===== src/hw/lto_params.svh =====
// Constants for the literal and table-transfer decoder.
// Assumes inclusion by every file that decodes words or the register map.
`ifndef LTO_PARAMS_SVH
`define LTO_PARAMS_SVH

// Opcode fields of the one-word literal and table instructions and of the two-word pointer load
`define LTO_HI_ADD       8'h0F
`define LTO_HI_AND       8'h0B
`define LTO_HI_OR        8'h09
`define LTO_HI_XOR       8'h0A
`define LTO_HI_SUB       8'h08
`define LTO_HI_MOV       8'h0E
`define LTO_HI_MUL       8'h0D
`define LTO_HI_RET       8'h0C
`define LTO_HI_PTR       8'hEE
`define LTO_PTR_ZERO     2'h0
`define LTO_BANK_TOP     12'h010
`define LTO_TRD_TOP      14'h0002
`define LTO_TWR_TOP      14'h0003
`define LTO_OPND_NIB     4'hF

// Status flag positions
`define LTO_F_C          0
`define LTO_F_NWRAP      1
`define LTO_F_Z          2
`define LTO_F_SWRAP      3
`define LTO_F_N          4
`define LTO_MASK_ALL     5'h1F
`define LTO_MASK_ZN      5'h14
`define LTO_MASK_NONE    5'h00

// Register map, byte addresses
`define LTO_AW           8
`define LTO_OFF_ACC      8'h00
`define LTO_OFF_STATUS   8'h04
`define LTO_OFF_BANK     8'h08
`define LTO_OFF_CTRL     8'h0C
`define LTO_OFF_PROD     8'h10
`define LTO_RESP_OKAY    2'h0
`define LTO_RESP_SLVERR  2'h2

// Reset values
`define LTO_RST_BYTE     8'h00
`define LTO_RST_FLAGS    5'h00
`define LTO_RST_NIB      4'h0
`define LTO_RST_PROD     16'h0000
`define LTO_RST_WORD     16'h0000
`define LTO_RST_PTR      12'h000

`endif


===== src/hw/lto_pkg.sv =====
// Types shared by the decoder and the executing core.
// Assumes nothing beyond a SystemVerilog compiler.
package lto_pkg;
	typedef enum logic [3:0] {
		op_nop,
		op_add_imm_to_acc,
		op_and_imm_into_acc,
		op_or_imm_into_acc,
		op_xor_imm_into_acc,
		op_imm_minus_acc,
		op_load_imm_to_acc,
		op_multiply_imm_by_acc,
		op_load_bank_selector,
		op_return_loading_imm,
		op_ptr_first,
		op_ptr_second,
		op_table_read_op,
		op_table_write_op
	} lto_op_t;

	typedef enum logic [1:0] {
		tbl_plain,
		tbl_post_inc,
		tbl_post_dec,
		tbl_pre_inc
	} lto_tbl_t;

	typedef enum logic [1:0] {
		ph_decode,
		ph_read,
		ph_process,
		ph_write
	} lto_phase_t;
endpackage


===== src/hw/lto_dec_if.sv =====
// Carrier between the word decoder and the executing core.
// Assumes both ends share one clock; purely combinational signals.
`timescale 1ns/1ps
interface lto_dec_if;
	import lto_pkg::*;
	logic [15:0] ir;
	logic        is_operand;
	lto_op_t     op;
	logic [7:0]  lit;
	logic [1:0]  ptr_sel;
	lto_tbl_t    tbl_mode;
	logic        two_cycle;

	modport dec (input ir, input is_operand, output op, output lit, output ptr_sel,
		output tbl_mode, output two_cycle);
	modport exe (output ir, output is_operand, input op, input lit, input ptr_sel,
		input tbl_mode, input two_cycle);
endinterface


===== src/hw/lto_decode.sv =====
// Combinational decoder of one held instruction word.
// Assumes the core holds the word and marks claimed operand words.
`timescale 1ns/1ps
`include "lto_params.svh"
module lto_decode (
	lto_dec_if.dec dif
);
	import lto_pkg::*;

	function automatic lto_op_t decode_word(input logic [15:0] w, input logic opnd);
		lto_op_t op;
		op = op_nop;
		if (opnd)
			op = op_ptr_second;
		else if (w[15:8] == `LTO_HI_ADD)
			op = op_add_imm_to_acc;
		else if (w[15:8] == `LTO_HI_AND)
			op = op_and_imm_into_acc;
		else if (w[15:8] == `LTO_HI_OR)
			op = op_or_imm_into_acc;
		else if (w[15:8] == `LTO_HI_XOR)
			op = op_xor_imm_into_acc;
		else if (w[15:8] == `LTO_HI_SUB)
			op = op_imm_minus_acc;
		else if (w[15:8] == `LTO_HI_MOV)
			op = op_load_imm_to_acc;
		else if (w[15:8] == `LTO_HI_MUL)
			op = op_multiply_imm_by_acc;
		else if (w[15:4] == `LTO_BANK_TOP)
			op = op_load_bank_selector;
		else if (w[15:8] == `LTO_HI_RET)
			op = op_return_loading_imm;
		else if (w[15:8] == `LTO_HI_PTR && w[7:6] == `LTO_PTR_ZERO)
			op = op_ptr_first;
		else if (w[15:2] == `LTO_TRD_TOP)
			op = op_table_read_op;
		else if (w[15:2] == `LTO_TWR_TOP)
			op = op_table_write_op;
		// Unclaimed second words and all other codes stay no-operation
		return op;
	endfunction

	assign dif.op        = decode_word(dif.ir, dif.is_operand);
	assign dif.lit       = dif.ir[7:0];
	assign dif.ptr_sel   = dif.ir[5:4];
	assign dif.tbl_mode  = lto_tbl_t'(dif.ir[1:0]);
	assign dif.two_cycle = (dif.op == op_return_loading_imm) || (dif.op == op_table_read_op)
		|| (dif.op == op_table_write_op);
endmodule


===== src/hw/lto_literal_table_decoder.sv =====
// Literal and table-transfer instruction execute unit with register slave.
// Assumes one 100 MHz clock; four clocks form one instruction cycle.
//
// Behaviour
// - Add literal to accumulator, all five flags
// - AND literal into accumulator, Z and N
// - OR literal into accumulator, Z and N
// - XOR literal into accumulator, Z and N
// - Literal minus accumulator, all five flags
// - Load literal into accumulator, flags untouched
// - Multiply literal by accumulator, flags untouched
// - Four-bit literal into bank selector low bits
// - Load literal, return, two cycles, no flags
// - Two-word twelve-bit load into chosen pointer
// - Table reads with four pointer modes, two cycles
// - Table writes with four pointer modes, two cycles
// - Program-flow change costs a second no-op cycle
// - Unclaimed second word executes as no-operation
// - Port self-modify reads pins, not latch
// - Timer-zero self-modify clears assigned prescaler
//
// The AXI4-Lite slave port and the placing of the registers were left to the implementer.
`timescale 1ns/1ps
`include "lto_params.svh"
module lto_literal_table_decoder (
	input  logic                   ref_clk,
	input  logic                   rstn,
	input  logic [`LTO_AW-1:0]     s_axi_awaddr,
	input  logic                   s_axi_awvalid,
	output logic                   s_axi_awready,
	input  logic [31:0]            s_axi_wdata,
	input  logic [3:0]             s_axi_wstrb,
	input  logic                   s_axi_wvalid,
	output logic                   s_axi_wready,
	output logic [1:0]             s_axi_bresp,
	output logic                   s_axi_bvalid,
	input  logic                   s_axi_bready,
	input  logic [`LTO_AW-1:0]     s_axi_araddr,
	input  logic                   s_axi_arvalid,
	output logic                   s_axi_arready,
	output logic [31:0]            s_axi_rdata,
	output logic [1:0]             s_axi_rresp,
	output logic                   s_axi_rvalid,
	input  logic                   s_axi_rready,
	input  logic [15:0]            instr_word,
	input  logic                   instr_valid,
	output logic                   instr_ready,
	output logic [7:0]             working_accumulator,
	output logic [4:0]             status_flags,
	output logic [3:0]             data_bank_selector,
	output logic [15:0]            product,
	output logic                   ret_pop,
	output logic                   ptr_wr,
	output logic [1:0]             ptr_sel,
	output logic [11:0]            ptr_value,
	output logic                   tbl_req,
	output logic                   tbl_write,
	output lto_pkg::lto_tbl_t      tbl_step,
	input  logic                   rmw_req,
	input  logic                   rmw_on_port,
	input  logic                   rmw_on_timer0,
	input  logic                   rmw_dest_file,
	input  logic [7:0]             port_pins,
	input  logic [7:0]             file_data,
	output logic [7:0]             rmw_operand,
	output logic                   prescaler_clear
);
	import lto_pkg::*;

	function automatic logic reg_is(input logic [`LTO_AW-1:0] a, input logic [`LTO_AW-1:0] off);
		return a[`LTO_AW-1:2] == off[`LTO_AW-1:2];
	endfunction

	function automatic logic reg_mapped(input logic [`LTO_AW-1:0] a);
		return reg_is(a, `LTO_OFF_ACC) || reg_is(a, `LTO_OFF_STATUS) || reg_is(a, `LTO_OFF_BANK)
			|| reg_is(a, `LTO_OFF_CTRL) || reg_is(a, `LTO_OFF_PROD);
	endfunction

	lto_phase_t  phase_reg;
	lto_phase_t  phase_next;
	logic [15:0] ir_reg;
	logic        exec_valid_reg;
	logic        operand_reg;
	logic        ptr_pend_reg;
	logic        second_reg;
	logic [7:0]  lit_reg;
	logic [7:0]  res_reg;
	logic [4:0]  calc_reg;
	logic [7:0]  acc_reg;
	logic [7:0]  acc_next;
	logic [4:0]  flags_reg;
	logic [4:0]  flags_next;
	logic [3:0]  bank_reg;
	logic [3:0]  bank_next;
	logic [15:0] prod_reg;
	logic [3:0]  ptr_hi_reg;
	logic [1:0]  ptr_sel_hold_reg;
	logic        ctrl_presc_reg;
	logic        ctrl_presc_next;

	lto_dec_if dif ();
	assign dif.ir         = ir_reg;
	assign dif.is_operand = operand_reg;
	lto_decode u_dec (
		.dif (dif)
	);

	// Instruction cycle sequencing
	always_comb begin
		unique case (phase_reg)
			ph_decode:  phase_next = ph_read;
			ph_read:    phase_next = ph_process;
			ph_process: phase_next = ph_write;
			ph_write:   phase_next = ph_decode;
		endcase
	end

	wire take   = instr_ready && instr_valid;
	wire commit = (phase_reg == ph_write) && exec_valid_reg;
	assign instr_ready = (phase_reg == ph_decode) && !second_reg;

	always_ff @(posedge ref_clk or negedge rstn) begin
		if (!rstn) begin
			phase_reg      <= ph_decode;
			ir_reg         <= `LTO_RST_WORD;
			exec_valid_reg <= 1'b0;
			operand_reg    <= 1'b0;
			ptr_pend_reg   <= 1'b0;
			second_reg     <= 1'b0;
		end else begin
			phase_reg <= phase_next;
			if (phase_reg == ph_decode) begin
				exec_valid_reg <= take;
				operand_reg    <= take && ptr_pend_reg;
			end
			if (take) begin
				ir_reg       <= instr_word;
				ptr_pend_reg <= 1'b0;
			end else if (commit && dif.op == op_ptr_first) begin
				ptr_pend_reg <= 1'b1;
			end
			if (phase_reg == ph_write)
				second_reg <= commit && dif.two_cycle;
		end
	end

	// Arithmetic and logic on the held literal
	wire [8:0] add_full = {1'b0, acc_reg} + {1'b0, lit_reg};
	wire [4:0] add_low  = {1'b0, acc_reg[3:0]} + {1'b0, lit_reg[3:0]};
	wire [8:0] sub_full = {1'b0, lit_reg} + {1'b0, ~acc_reg} + 9'h001;
	wire [4:0] sub_low  = {1'b0, lit_reg[3:0]} + {1'b0, ~acc_reg[3:0]} + 5'h01;
	wire       is_add   = dif.op == op_add_imm_to_acc;
	wire       is_sub   = dif.op == op_imm_minus_acc;
	wire       is_logic = (dif.op == op_and_imm_into_acc) || (dif.op == op_or_imm_into_acc)
		|| (dif.op == op_xor_imm_into_acc);
	wire [7:0] alu_res  = is_add ? add_full[7:0] :
		is_sub ? sub_full[7:0] :
		(dif.op == op_and_imm_into_acc) ? (acc_reg & lit_reg) :
		(dif.op == op_or_imm_into_acc) ? (acc_reg | lit_reg) :
		(dif.op == op_xor_imm_into_acc) ? (acc_reg ^ lit_reg) :
		lit_reg;
	wire       wrap_add = (acc_reg[7] == lit_reg[7]) && (add_full[7] != acc_reg[7]);
	wire       wrap_sub = (lit_reg[7] != acc_reg[7]) && (sub_full[7] != lit_reg[7]);
	wire [4:0] alu_flag = {alu_res[7], is_sub ? wrap_sub : wrap_add, alu_res == `LTO_RST_BYTE,
		is_sub ? sub_low[4] : add_low[4], is_sub ? sub_full[8] : add_full[8]};
	wire [4:0] flag_mask = (is_add || is_sub) ? `LTO_MASK_ALL :
		is_logic ? `LTO_MASK_ZN : `LTO_MASK_NONE;
	wire       acc_wr   = commit && (is_add || is_sub || is_logic
		|| dif.op == op_load_imm_to_acc || dif.op == op_return_loading_imm);
	wire [15:0] prod_calc = acc_reg * lit_reg;

	always_ff @(posedge ref_clk or negedge rstn) begin
		if (!rstn) begin
			lit_reg  <= `LTO_RST_BYTE;
			res_reg  <= `LTO_RST_BYTE;
			calc_reg <= `LTO_RST_FLAGS;
		end else begin
			if (phase_reg == ph_read)
				lit_reg <= dif.lit;
			if (phase_reg == ph_process) begin
				res_reg  <= alu_res;
				calc_reg <= alu_flag;
			end
		end
	end

	// Register slave, one write and one read in flight
	logic             aw_held_reg;
	logic             w_held_reg;
	logic [`LTO_AW-1:0] aw_addr_reg;
	logic [7:0]       w_data_reg;
	logic             w_lane0_reg;
	logic             bvalid_reg;
	logic [1:0]       bresp_reg;
	logic             rvalid_reg;
	logic [31:0]      rdata_reg;
	logic [1:0]       rresp_reg;

	assign s_axi_awready = !aw_held_reg;
	assign s_axi_wready  = !w_held_reg;
	assign s_axi_arready = !rvalid_reg;
	assign s_axi_bvalid  = bvalid_reg;
	assign s_axi_bresp   = bresp_reg;
	assign s_axi_rvalid  = rvalid_reg;
	assign s_axi_rdata   = rdata_reg;
	assign s_axi_rresp   = rresp_reg;

	wire do_write = aw_held_reg && w_held_reg && !bvalid_reg;
	wire sw_wr    = do_write && w_lane0_reg;
	wire [31:0] rd_mux = reg_is(s_axi_araddr, `LTO_OFF_ACC) ? {24'h000000, acc_reg} :
		reg_is(s_axi_araddr, `LTO_OFF_STATUS) ? {27'h0000000, flags_reg} :
		reg_is(s_axi_araddr, `LTO_OFF_BANK) ? {28'h0000000, bank_reg} :
		reg_is(s_axi_araddr, `LTO_OFF_CTRL) ? {31'h00000000, ctrl_presc_reg} :
		reg_is(s_axi_araddr, `LTO_OFF_PROD) ? {16'h0000, prod_reg} : 32'h00000000;

	always_ff @(posedge ref_clk or negedge rstn) begin
		if (!rstn) begin
			aw_held_reg <= 1'b0;
			w_held_reg  <= 1'b0;
			aw_addr_reg <= `LTO_OFF_ACC;
			w_data_reg  <= `LTO_RST_BYTE;
			w_lane0_reg <= 1'b0;
			bvalid_reg  <= 1'b0;
			bresp_reg   <= `LTO_RESP_OKAY;
			rvalid_reg  <= 1'b0;
			rdata_reg   <= 32'h00000000;
			rresp_reg   <= `LTO_RESP_OKAY;
		end else begin
			if (s_axi_awvalid && s_axi_awready) begin
				aw_held_reg <= 1'b1;
				aw_addr_reg <= s_axi_awaddr;
			end else if (do_write) begin
				aw_held_reg <= 1'b0;
			end
			if (s_axi_wvalid && s_axi_wready) begin
				w_held_reg  <= 1'b1;
				w_data_reg  <= s_axi_wdata[7:0];
				w_lane0_reg <= s_axi_wstrb[0];
			end else if (do_write) begin
				w_held_reg <= 1'b0;
			end
			if (do_write) begin
				bvalid_reg <= 1'b1;
				bresp_reg  <= reg_mapped(aw_addr_reg) ? `LTO_RESP_OKAY : `LTO_RESP_SLVERR;
			end else if (s_axi_bready) begin
				bvalid_reg <= 1'b0;
			end
			if (s_axi_arvalid && s_axi_arready) begin
				rvalid_reg <= 1'b1;
				rdata_reg  <= rd_mux;
				rresp_reg  <= reg_mapped(s_axi_araddr) ? `LTO_RESP_OKAY : `LTO_RESP_SLVERR;
			end else if (s_axi_rready) begin
				rvalid_reg <= 1'b0;
			end
		end
	end

	// Architectural state; an instruction commit outranks a software write
	assign acc_next = acc_wr ? res_reg :
		(sw_wr && reg_is(aw_addr_reg, `LTO_OFF_ACC)) ? w_data_reg : acc_reg;
	assign flags_next = commit ? ((flags_reg & ~flag_mask) | (calc_reg & flag_mask)) :
		(sw_wr && reg_is(aw_addr_reg, `LTO_OFF_STATUS)) ? w_data_reg[4:0] : flags_reg;
	assign bank_next = (commit && dif.op == op_load_bank_selector) ? lit_reg[3:0] :
		(sw_wr && reg_is(aw_addr_reg, `LTO_OFF_BANK)) ? w_data_reg[3:0] : bank_reg;
	assign ctrl_presc_next = (sw_wr && reg_is(aw_addr_reg, `LTO_OFF_CTRL)) ? w_data_reg[0] :
		ctrl_presc_reg;

	always_ff @(posedge ref_clk or negedge rstn) begin
		if (!rstn) begin
			acc_reg        <= `LTO_RST_BYTE;
			flags_reg      <= `LTO_RST_FLAGS;
			bank_reg       <= `LTO_RST_NIB;
			ctrl_presc_reg <= 1'b0;
			prod_reg       <= `LTO_RST_PROD;
		end else begin
			acc_reg        <= acc_next;
			flags_reg      <= flags_next;
			bank_reg       <= bank_next;
			ctrl_presc_reg <= ctrl_presc_next;
			if (commit && dif.op == op_multiply_imm_by_acc)
				prod_reg <= prod_calc;
		end
	end

	assign working_accumulator = acc_reg;
	assign status_flags        = flags_reg;
	assign data_bank_selector  = bank_reg;
	assign product             = prod_reg;

	// Strobes to the return stack, pointer file and table unit
	always_ff @(posedge ref_clk or negedge rstn) begin
		if (!rstn) begin
			ret_pop          <= 1'b0;
			ptr_wr           <= 1'b0;
			ptr_sel          <= `LTO_PTR_ZERO;
			ptr_value        <= `LTO_RST_PTR;
			ptr_hi_reg       <= `LTO_RST_NIB;
			ptr_sel_hold_reg <= `LTO_PTR_ZERO;
			tbl_req          <= 1'b0;
			tbl_write        <= 1'b0;
			tbl_step         <= tbl_plain;
			rmw_operand      <= `LTO_RST_BYTE;
			prescaler_clear  <= 1'b0;
		end else begin
			ret_pop <= commit && dif.op == op_return_loading_imm;
			ptr_wr  <= commit && dif.op == op_ptr_second;
			tbl_req <= commit && (dif.op == op_table_read_op || dif.op == op_table_write_op);
			if (commit && dif.op == op_ptr_first) begin
				ptr_hi_reg       <= lit_reg[3:0];
				ptr_sel_hold_reg <= dif.ptr_sel;
			end
			if (commit && dif.op == op_ptr_second) begin
				ptr_value <= {ptr_hi_reg, lit_reg};
				ptr_sel   <= ptr_sel_hold_reg;
			end
			if (commit && (dif.op == op_table_read_op || dif.op == op_table_write_op)) begin
				tbl_write <= dif.op == op_table_write_op;
				tbl_step  <= dif.tbl_mode;
			end
			if (rmw_req)
				rmw_operand <= rmw_on_port ? port_pins : file_data;
			prescaler_clear <= rmw_req && rmw_on_timer0 && rmw_dest_file
				&& ctrl_presc_reg;
		end
	end

	wire w_cmt = commit;
endmodule


===== config.mk =====
export PLATFORM = sky130hd
export DESIGN_NAME = lto_literal_table_decoder
export DESIGN_NICKNAME = d
export VERILOG_FILES = /design/src/hw/lto_pkg.sv /design/src/hw/lto_dec_if.sv /design/src/hw/lto_decode.sv /design/src/hw/lto_literal_table_decoder.sv
export VERILOG_INCLUDE_DIRS = /design/src /design/src/hw
export SDC_FILE = /design/constraint.sdc
export NUM_CORES = 1
export LEC_CHECK = 0
export BUFFER_PORTS_ARGS = -buffer_cell sky130_fd_sc_hd__buf_2
export CAP_MARGIN = 10
export CORE_ASPECT_RATIO = 0.7
export CORE_UTILIZATION = 30
export CTS_BUF_LIST = sky130_fd_sc_hd__clkbuf_8
export DETAILED_ROUTE_END_ITERATION = 7
export GPL_TIMING_DRIVEN = 1
export PLACE_DENSITY = 0.62
export SYNTH_ARGS = -nofsm -noshare
export SYNTH_HDL_FRONTEND = slang
export SYNTH_SLANG_ARGS = --single-unit
export TNS_END_PERCENT = 5

===== constraint.sdc =====
create_clock -name ref_clk -period 4.6 [get_ports ref_clk]
set_clock_uncertainty 0.2 [all_clocks]
set_input_delay 0.46 -clock ref_clk [delete_from_list [all_inputs] [get_ports ref_clk]]
set_output_delay 0.46 -clock ref_clk [all_outputs]
set_load 0.02 [all_outputs]

Yosys cells after proc, flatten, opt, wreduce, memory -nomap -nowiden
Index checks and enable logic that the tools add are counted.
{"block": "word_totals", "ff_bits": 169, "n_memories": 0, "latch_bits": 0, "ram_bits": 0, "output_inout_bits": 104, "input_bits": 96, "word_cells": 201, "rom_bits": 0}
{"block": "classes", "n_reduce_logical": 63, "order_cmp": 0, "n_mux": 47, "n_mul": 1, "n_eq_ne": 40, "bitwise_logic": 9, "shift": 0, "div": 0, "n_addsub": 6}
{"operator": "two-way mux 16 bit", "n": 5}
{"operator": "== test 8 x 4 -> 1 bit, second input constant", "n": 8}
{"operator": "two-way mux 8 bit", "n": 8}
{"operator": "two-way mux 4 bit", "n": 15}
{"operator": "== test 14 x 2 -> 1 bit, second input constant", "n": 2}
{"operator": "logical AND 1 bit", "n": 28}
{"operator": "== test 4 bit, second input constant", "n": 6}
{"operator": "== test 6 x 2 -> 1 bit, second input constant", "n": 4}
{"operator": "two-way mux 5 bit", "n": 4}
{"operator": "adder 8 x 8 -> 9 bit", "n": 2}
{"operator": "logical OR 1 bit", "n": 17}
{"operator": "== test 4 x 3 -> 1 bit, second input constant", "n": 4}
{"operator": "multiplier 8 x 8 -> 16 bit", "n": 1}
{"operator": "nonzero test 2 bit", "n": 8}
{"operator": "== test 12 x 5 -> 1 bit, second input constant", "n": 1}
{"operator": "== test 6 x 1 -> 1 bit, second input constant", "n": 2}
{"operator": "== test 6 x 3 -> 1 bit, second input constant", "n": 2}
{"operator": "logical NOT 6 bit", "n": 2}
{"operator": "two-way mux 1 bit", "n": 12}
{"operator": "adder 4 x 4 -> 5 bit", "n": 2}
{"operator": "bitwise AND 5 bit", "n": 2}
{"operator": "adder 9 x 1 -> 9 bit, second input constant", "n": 1}
{"operator": "bitwise AND 8 bit", "n": 1}
{"operator": "== test 4 x 2 -> 1 bit, second input constant", "n": 2}
{"operator": "18 further kinds", "n": 27}

Longest topological paths before layout
{"block": "depth", "ltp_word": 23, "mapped_depth": 19, "ltp_nobuf": 19}

Modules after synthesis
A second synthesis with hierarchy kept.
{"block": "hier_totals", "cells_unflattened": 1010, "hier_area_um2": 9721.8}
{"mod": "lto_literal_table_decoder", "cells_each": 965, "instances": 1, "area_each_um2": 9405.3}
{"mod": "lto_decode", "cells_each": 45, "instances": 1, "area_each_um2": 316.6}

Least setup slack after synthesis
Ideal clock, no wire load.
{"block": "synth_timing", "path_type": "register to register", "startpoint": "register acc_reg[1], in the netlist working_accumulator[1]", "endpoint": "register prod_reg[14], in the netlist product[14]", "setup_ns": 0.135, "path_stages_with_launch": 18, "synth_period_minus_slack_ns": 4.597, "arrival_ns": 4.262, "path_slack_ns": 0.003, "n_path_buf": 0, "path_cell_list": "dfrtp_1 > clkinv_1 > nor2_1 > ha_1 > fa_1 > ha_1 > inv_1 > fa_1 > inv_1 > ha_1 > a21o_1 > a21oi_1 > o21ai_0 > a2111o_1 > a41oi_1 > o21ai_0 > xnor2_1 > o21ai_0"}
{"block": "synth_via", "elab_chain_cells": 1}
{"item": "start: declaration", "line_no": "lto_literal_table_decoder.sv:89", "source": "logic [7:0] acc_reg;"}
{"item": "start signal: assignment", "line_no": "lto_literal_table_decoder.sv:270", "source": "acc_reg <= `LTO_RST_BYTE;"}
{"item": "start signal: assignment", "line_no": "lto_literal_table_decoder.sv:276", "source": "acc_reg <= acc_next;"}
{"item": "multiplier 8 x 8 -> 16 bit", "line_no": "lto_literal_table_decoder.sv:170", "source": "wire [15:0] prod_calc = acc_reg * lit_reg;"}
{"item": "end signal: assignment", "line_no": "lto_literal_table_decoder.sv:274", "source": "prod_reg <= `LTO_RST_PROD;"}
{"item": "end signal: assignment", "line_no": "lto_literal_table_decoder.sv:281", "source": "prod_reg <= prod_calc;"}
{"item": "end: declaration", "line_no": "lto_literal_table_decoder.sv:95", "source": "logic [15:0] prod_reg;"}
Every way passes these cells.
A chain may end at the register's enable or synchronous reset.

Worst setup path in the final report
{"block": "layout_timing", "startpoint": "register acc_reg[2], in the netlist working_accumulator[2]", "endpoint": "register prod_reg[12], in the netlist product[12]"}
Same word-level chain as after synthesis.

==> reports/results.txt <==
The tools report the capture endpoint of the worst hold path as prescaler_clear. Synthesis produced 973 cells. The clock drives 148 sinks. Routability-driven placement finished with a final weighted congestion of 0.917. Synthesized area per cell: 9.86 sq um. Share of synthesized registers carrying an async set or reset: 100%. In the routed layout, each cell is associated on average with a via count of 4.92. After the last flow step, the layout net total stands at 1416. The flow ran to the end, and the final reports show no timing, DRC or antenna violations. The placeable core region was 0.0313 sq mm.

Setup repair after global routing could not meet its margin everywhere. For the number of buffers added by the clock tree synthesis step, the log shows 17. The run gives 0 as the initial antenna violation count.

In this run the static leakage power is 5.86 nW. For this design the ratio of total power to cell area is 560 mW/mm^2. The tools report the number of placement rows as 54. The worst-case hold slack was 0.0479 ns; the final setup violation count was 0. Across every metal layer, demand over resource in global routing totals 18.4%.

The worst setup path is launched from a flop. Type of the worst setup path: reg2reg. Post-placement cell count: 1572. The finished layout holds 1650 standard cells, fillers aside. Traced cell by cell, the critical path runs through inv_1 -> nor2_1 -> fa_1 -> fa_1 -> inv_1 -> fa_1 -> inv_1 -> fa_1 -> ha_1 -> inv_1 -> o21ai_2 -> a2111o_1 -> a41oi_2 -> buf_4 -> xor2_1 -> o21ai_0. The later pin in the worst-skew pair is clocked with a latency of 0.49 ns.

For met3 alone, demand over resource in global routing was 5.61%. 200 I/O pins were placed. The number of unique standard cell types used by synthesis came out at 77. Global routing used 26.6% of the available met1 tracks. Number of slew-limit violations in the final report: 0.

The chip width is 216 um. Sequential elements use 38.6% of the synthesized area. Cells with a size suffix above 1 make up 29.2% of the layout. The tools report the startpoint of the lowest-slack register-to-register path as working_accumulator[2]. The tools report the peak clock frequency supported by timing as 225 MHz. The count of antenna-violating nets left after detailed routing is 0, and the number of DRC violations after detailed routing is 0.

The post-synthesis instance area is 0.00959 sq mm, and the overall routed net length is 29700 um. For the number of fill cells, the log shows 3170. The number of vias in the routed layout is 8115, and the layout overhead on the synthesized area is 25.9%. Yosys printed 0 warnings. From bottom edge to top edge, the die measures 152 um. The minimum clock period after layout is 4.45 ns. In this run the worst path has a maximum fanout of 4. Input and output buffers added on the ports amount to 150.

The root buffer cell chosen for the clock tree is sky130_fd_sc_hd__clkbuf_8. The H-tree generated during clock tree synthesis spans 4 levels. Leaving out fill and tap cells, the most frequent cell in the layout is sky130_fd_sc_hd__buf_2. The run gives 0 as the antenna diode count.

Endpoint of the most critical register-to-register path: product[12]. The maximum VDD drop is 0.456 mV, and the HPWL reported at the end of detailed placement is 22600 um. Dividing the detail-routed wire length by the instance count gives 18.0 um. The worst register-to-register path has a setup slack of 0.15 ns. The run gives 83 as the maximum number of pins on one net before global-route repair. The via count of the first global-routing pass is 7756.

TritonCTS built the clock tree. The first global-routing pass estimated 45400 um of wire. In this run the most critical hold path is launched from rmw_dest_file. For met2 alone, demand over resource in global routing was 26.8%. The measured slew at the worst slew-check pin came out at 1.01 ns. The clock transition time at the flip-flop clock pins of the worst setup and hold paths was 0.10 ns; the area enclosed by the die boundary was 0.0327 sq mm. The classification of the worst-slack hold path was in2reg. The standard cell with the maximum stage delay on the critical path is sky130_fd_sc_hd__fa_1. The depth of the most critical reg-to-reg path was 16; the number of endpoints with negative hold slack in the final report was 0. The tools report the number of design-rule violations left by the first detailed-router iteration as 591.

Once the floorplan was initialized, standard cells occupied 30.7% of the core. Yosys mapped a number of flops with a built-in enable equal to 0. The number of cells on the worst hold path was 2; the stage delay of the slowest cell on the critical path was 0.54 ns. The run gives 4.73 ns as the required time at the worst-slack endpoint. The first detailed-routing pass took 7 iterations. The most congested layer reported by global routing is met2.

In the finished design, the share of the clock period the worst path needs comes to 96.7%. Main flop type after synthesis: sky130_fd_sc_hd__dfrtp_1. In this run the tightest slew margin relative to its limit is 32.6%. The worst setup path is captured at a flop.

Max-cap violations in this run came to 0. In the layout the commonest cells are 149 x sky130_fd_sc_hd__buf_2, 143 x sky130_fd_sc_hd__dfrtp_1, 119 x sky130_fd_sc_hd__nand2_1, 82 x sky130_fd_sc_hd__inv_1, 73 x sky130_fd_sc_hd__nor2_1. The total overflow left after global routing is 0.

The synthesized design contains 148 register bits. The maximum buffer depth of the clock tree was 2; the worst path arrival time was 4.57 ns.
cells in the mapped netlist (all sizes together) (12+ instances only):
master	number	area share [%]
a21oi	40	2.1
mux2	65	7.6
o21ai	64	3.3
fa	38	7.9
buf	25	1.8
nor3	16	0.94
ha	65	8.5
mux2i	17	1.8
nand3	12	0.76
nand2	120	4.8
inv	83	3.2
dfrtp	148	39
nor2	74	2.9
clkbuf	25	0.98
area by class of cell:
cell class                      count  area (sq um)  share of cell area, %
Clock inverter                     14           119                  0.984
Tap cell                          420           526                   4.35
Multi-Input combinational cell    701          5440                   45.0
Timing Repair Buffer              258          1690                   14.0
Clock buffer                       18           248                   2.05
Sequential cell                   148          3710                   30.7
Inverter                           91           344                   2.85
metrics by stage:
stage | setup WS [ns] | setup TNS [ns] | utilization [%] | power (mW) | area, sq um
CTS | 0.0148 | 0 | 38.1 | 6.46 | 11900
floorplan | 0.00307 | 0 | - | 4.01 | 9660
global route | -0.0221 | -0.0273 | 38.6 | 7.31 | 12100
global placement | 0.0117 | 0 | 35.7 | 5.30 | 11200
detailed placement | -0.0527 | -0.0975 | 35.7 | 5.35 | 11200
finish | 0.153 | 0 | 38.6 | 6.76 | 12100
how the worst max path moves through the flow:
| stage | from | slack, ns | to |
|---|---|---|---|
| floorplan | working_accumulator[1] | 0.003 | product[14] |
| global placement | lit_reg[3] | 0.01 | product[14] |
| detailed placement | lit_reg[2] | -0.05 | product[15] |
| CTS | lit_reg[2] | 0.01 | product[14] |
| global route | lit_reg[4] | -0.02 | product[15] |
| finish | working_accumulator[2] | 0.15 | product[12] |
routing by layer:
| layer | vias up | part of all wire (%) |
|---|---|---|
| met3 | 24 | 6.1 |
| met2 | 233 | 44 |
| met4 | 0 | 1.0 |
| met5 | - | 0 |
| li1 | 3829 | - |
| met1 | 4029 | 49 |
timing repair:
| action | in CTS | in global routing |
|---|---|---|
| endpoints found under the setup margin | 4 | 5 |
| hold buffers | 37 | 0 |
| resized for setup | 6 | 29 |
| pin swaps | 1 | 11 |
| endpoints found under the hold margin | 117 | 0 |
| buffers inserted | 0 | 9 |
critical path: cells and delay by family, from the launching register on:
kind	cells	cell delay, ns
buffers and inverters	5	0.48
xor gates and xnor gates	1	0.13
and+or+nand+nor	1	0.08
DFF	1	0.46
AOI/OAI and AO/OA	4	0.78
adders and majority gates	5	2.17
logic make-up after synthesis:
logic type / synth area share, %
fa+ha+maj: 16.4
buf+inv: 6.31
other cells: 0.0391
flops: 38.6
compound gates: 13.9
mux: 9.40
simple gates: 14.0
xor+xnor: 1.37
report_power, final:
part | switching, mW | internal (mW)
combinational | 2.15 | 1.87
clock | 0.594 | 0.402
sequential | 0.238 | 1.52
total | 2.98 | 3.79
Note: power is estimated with default switching activity, not from simulation.
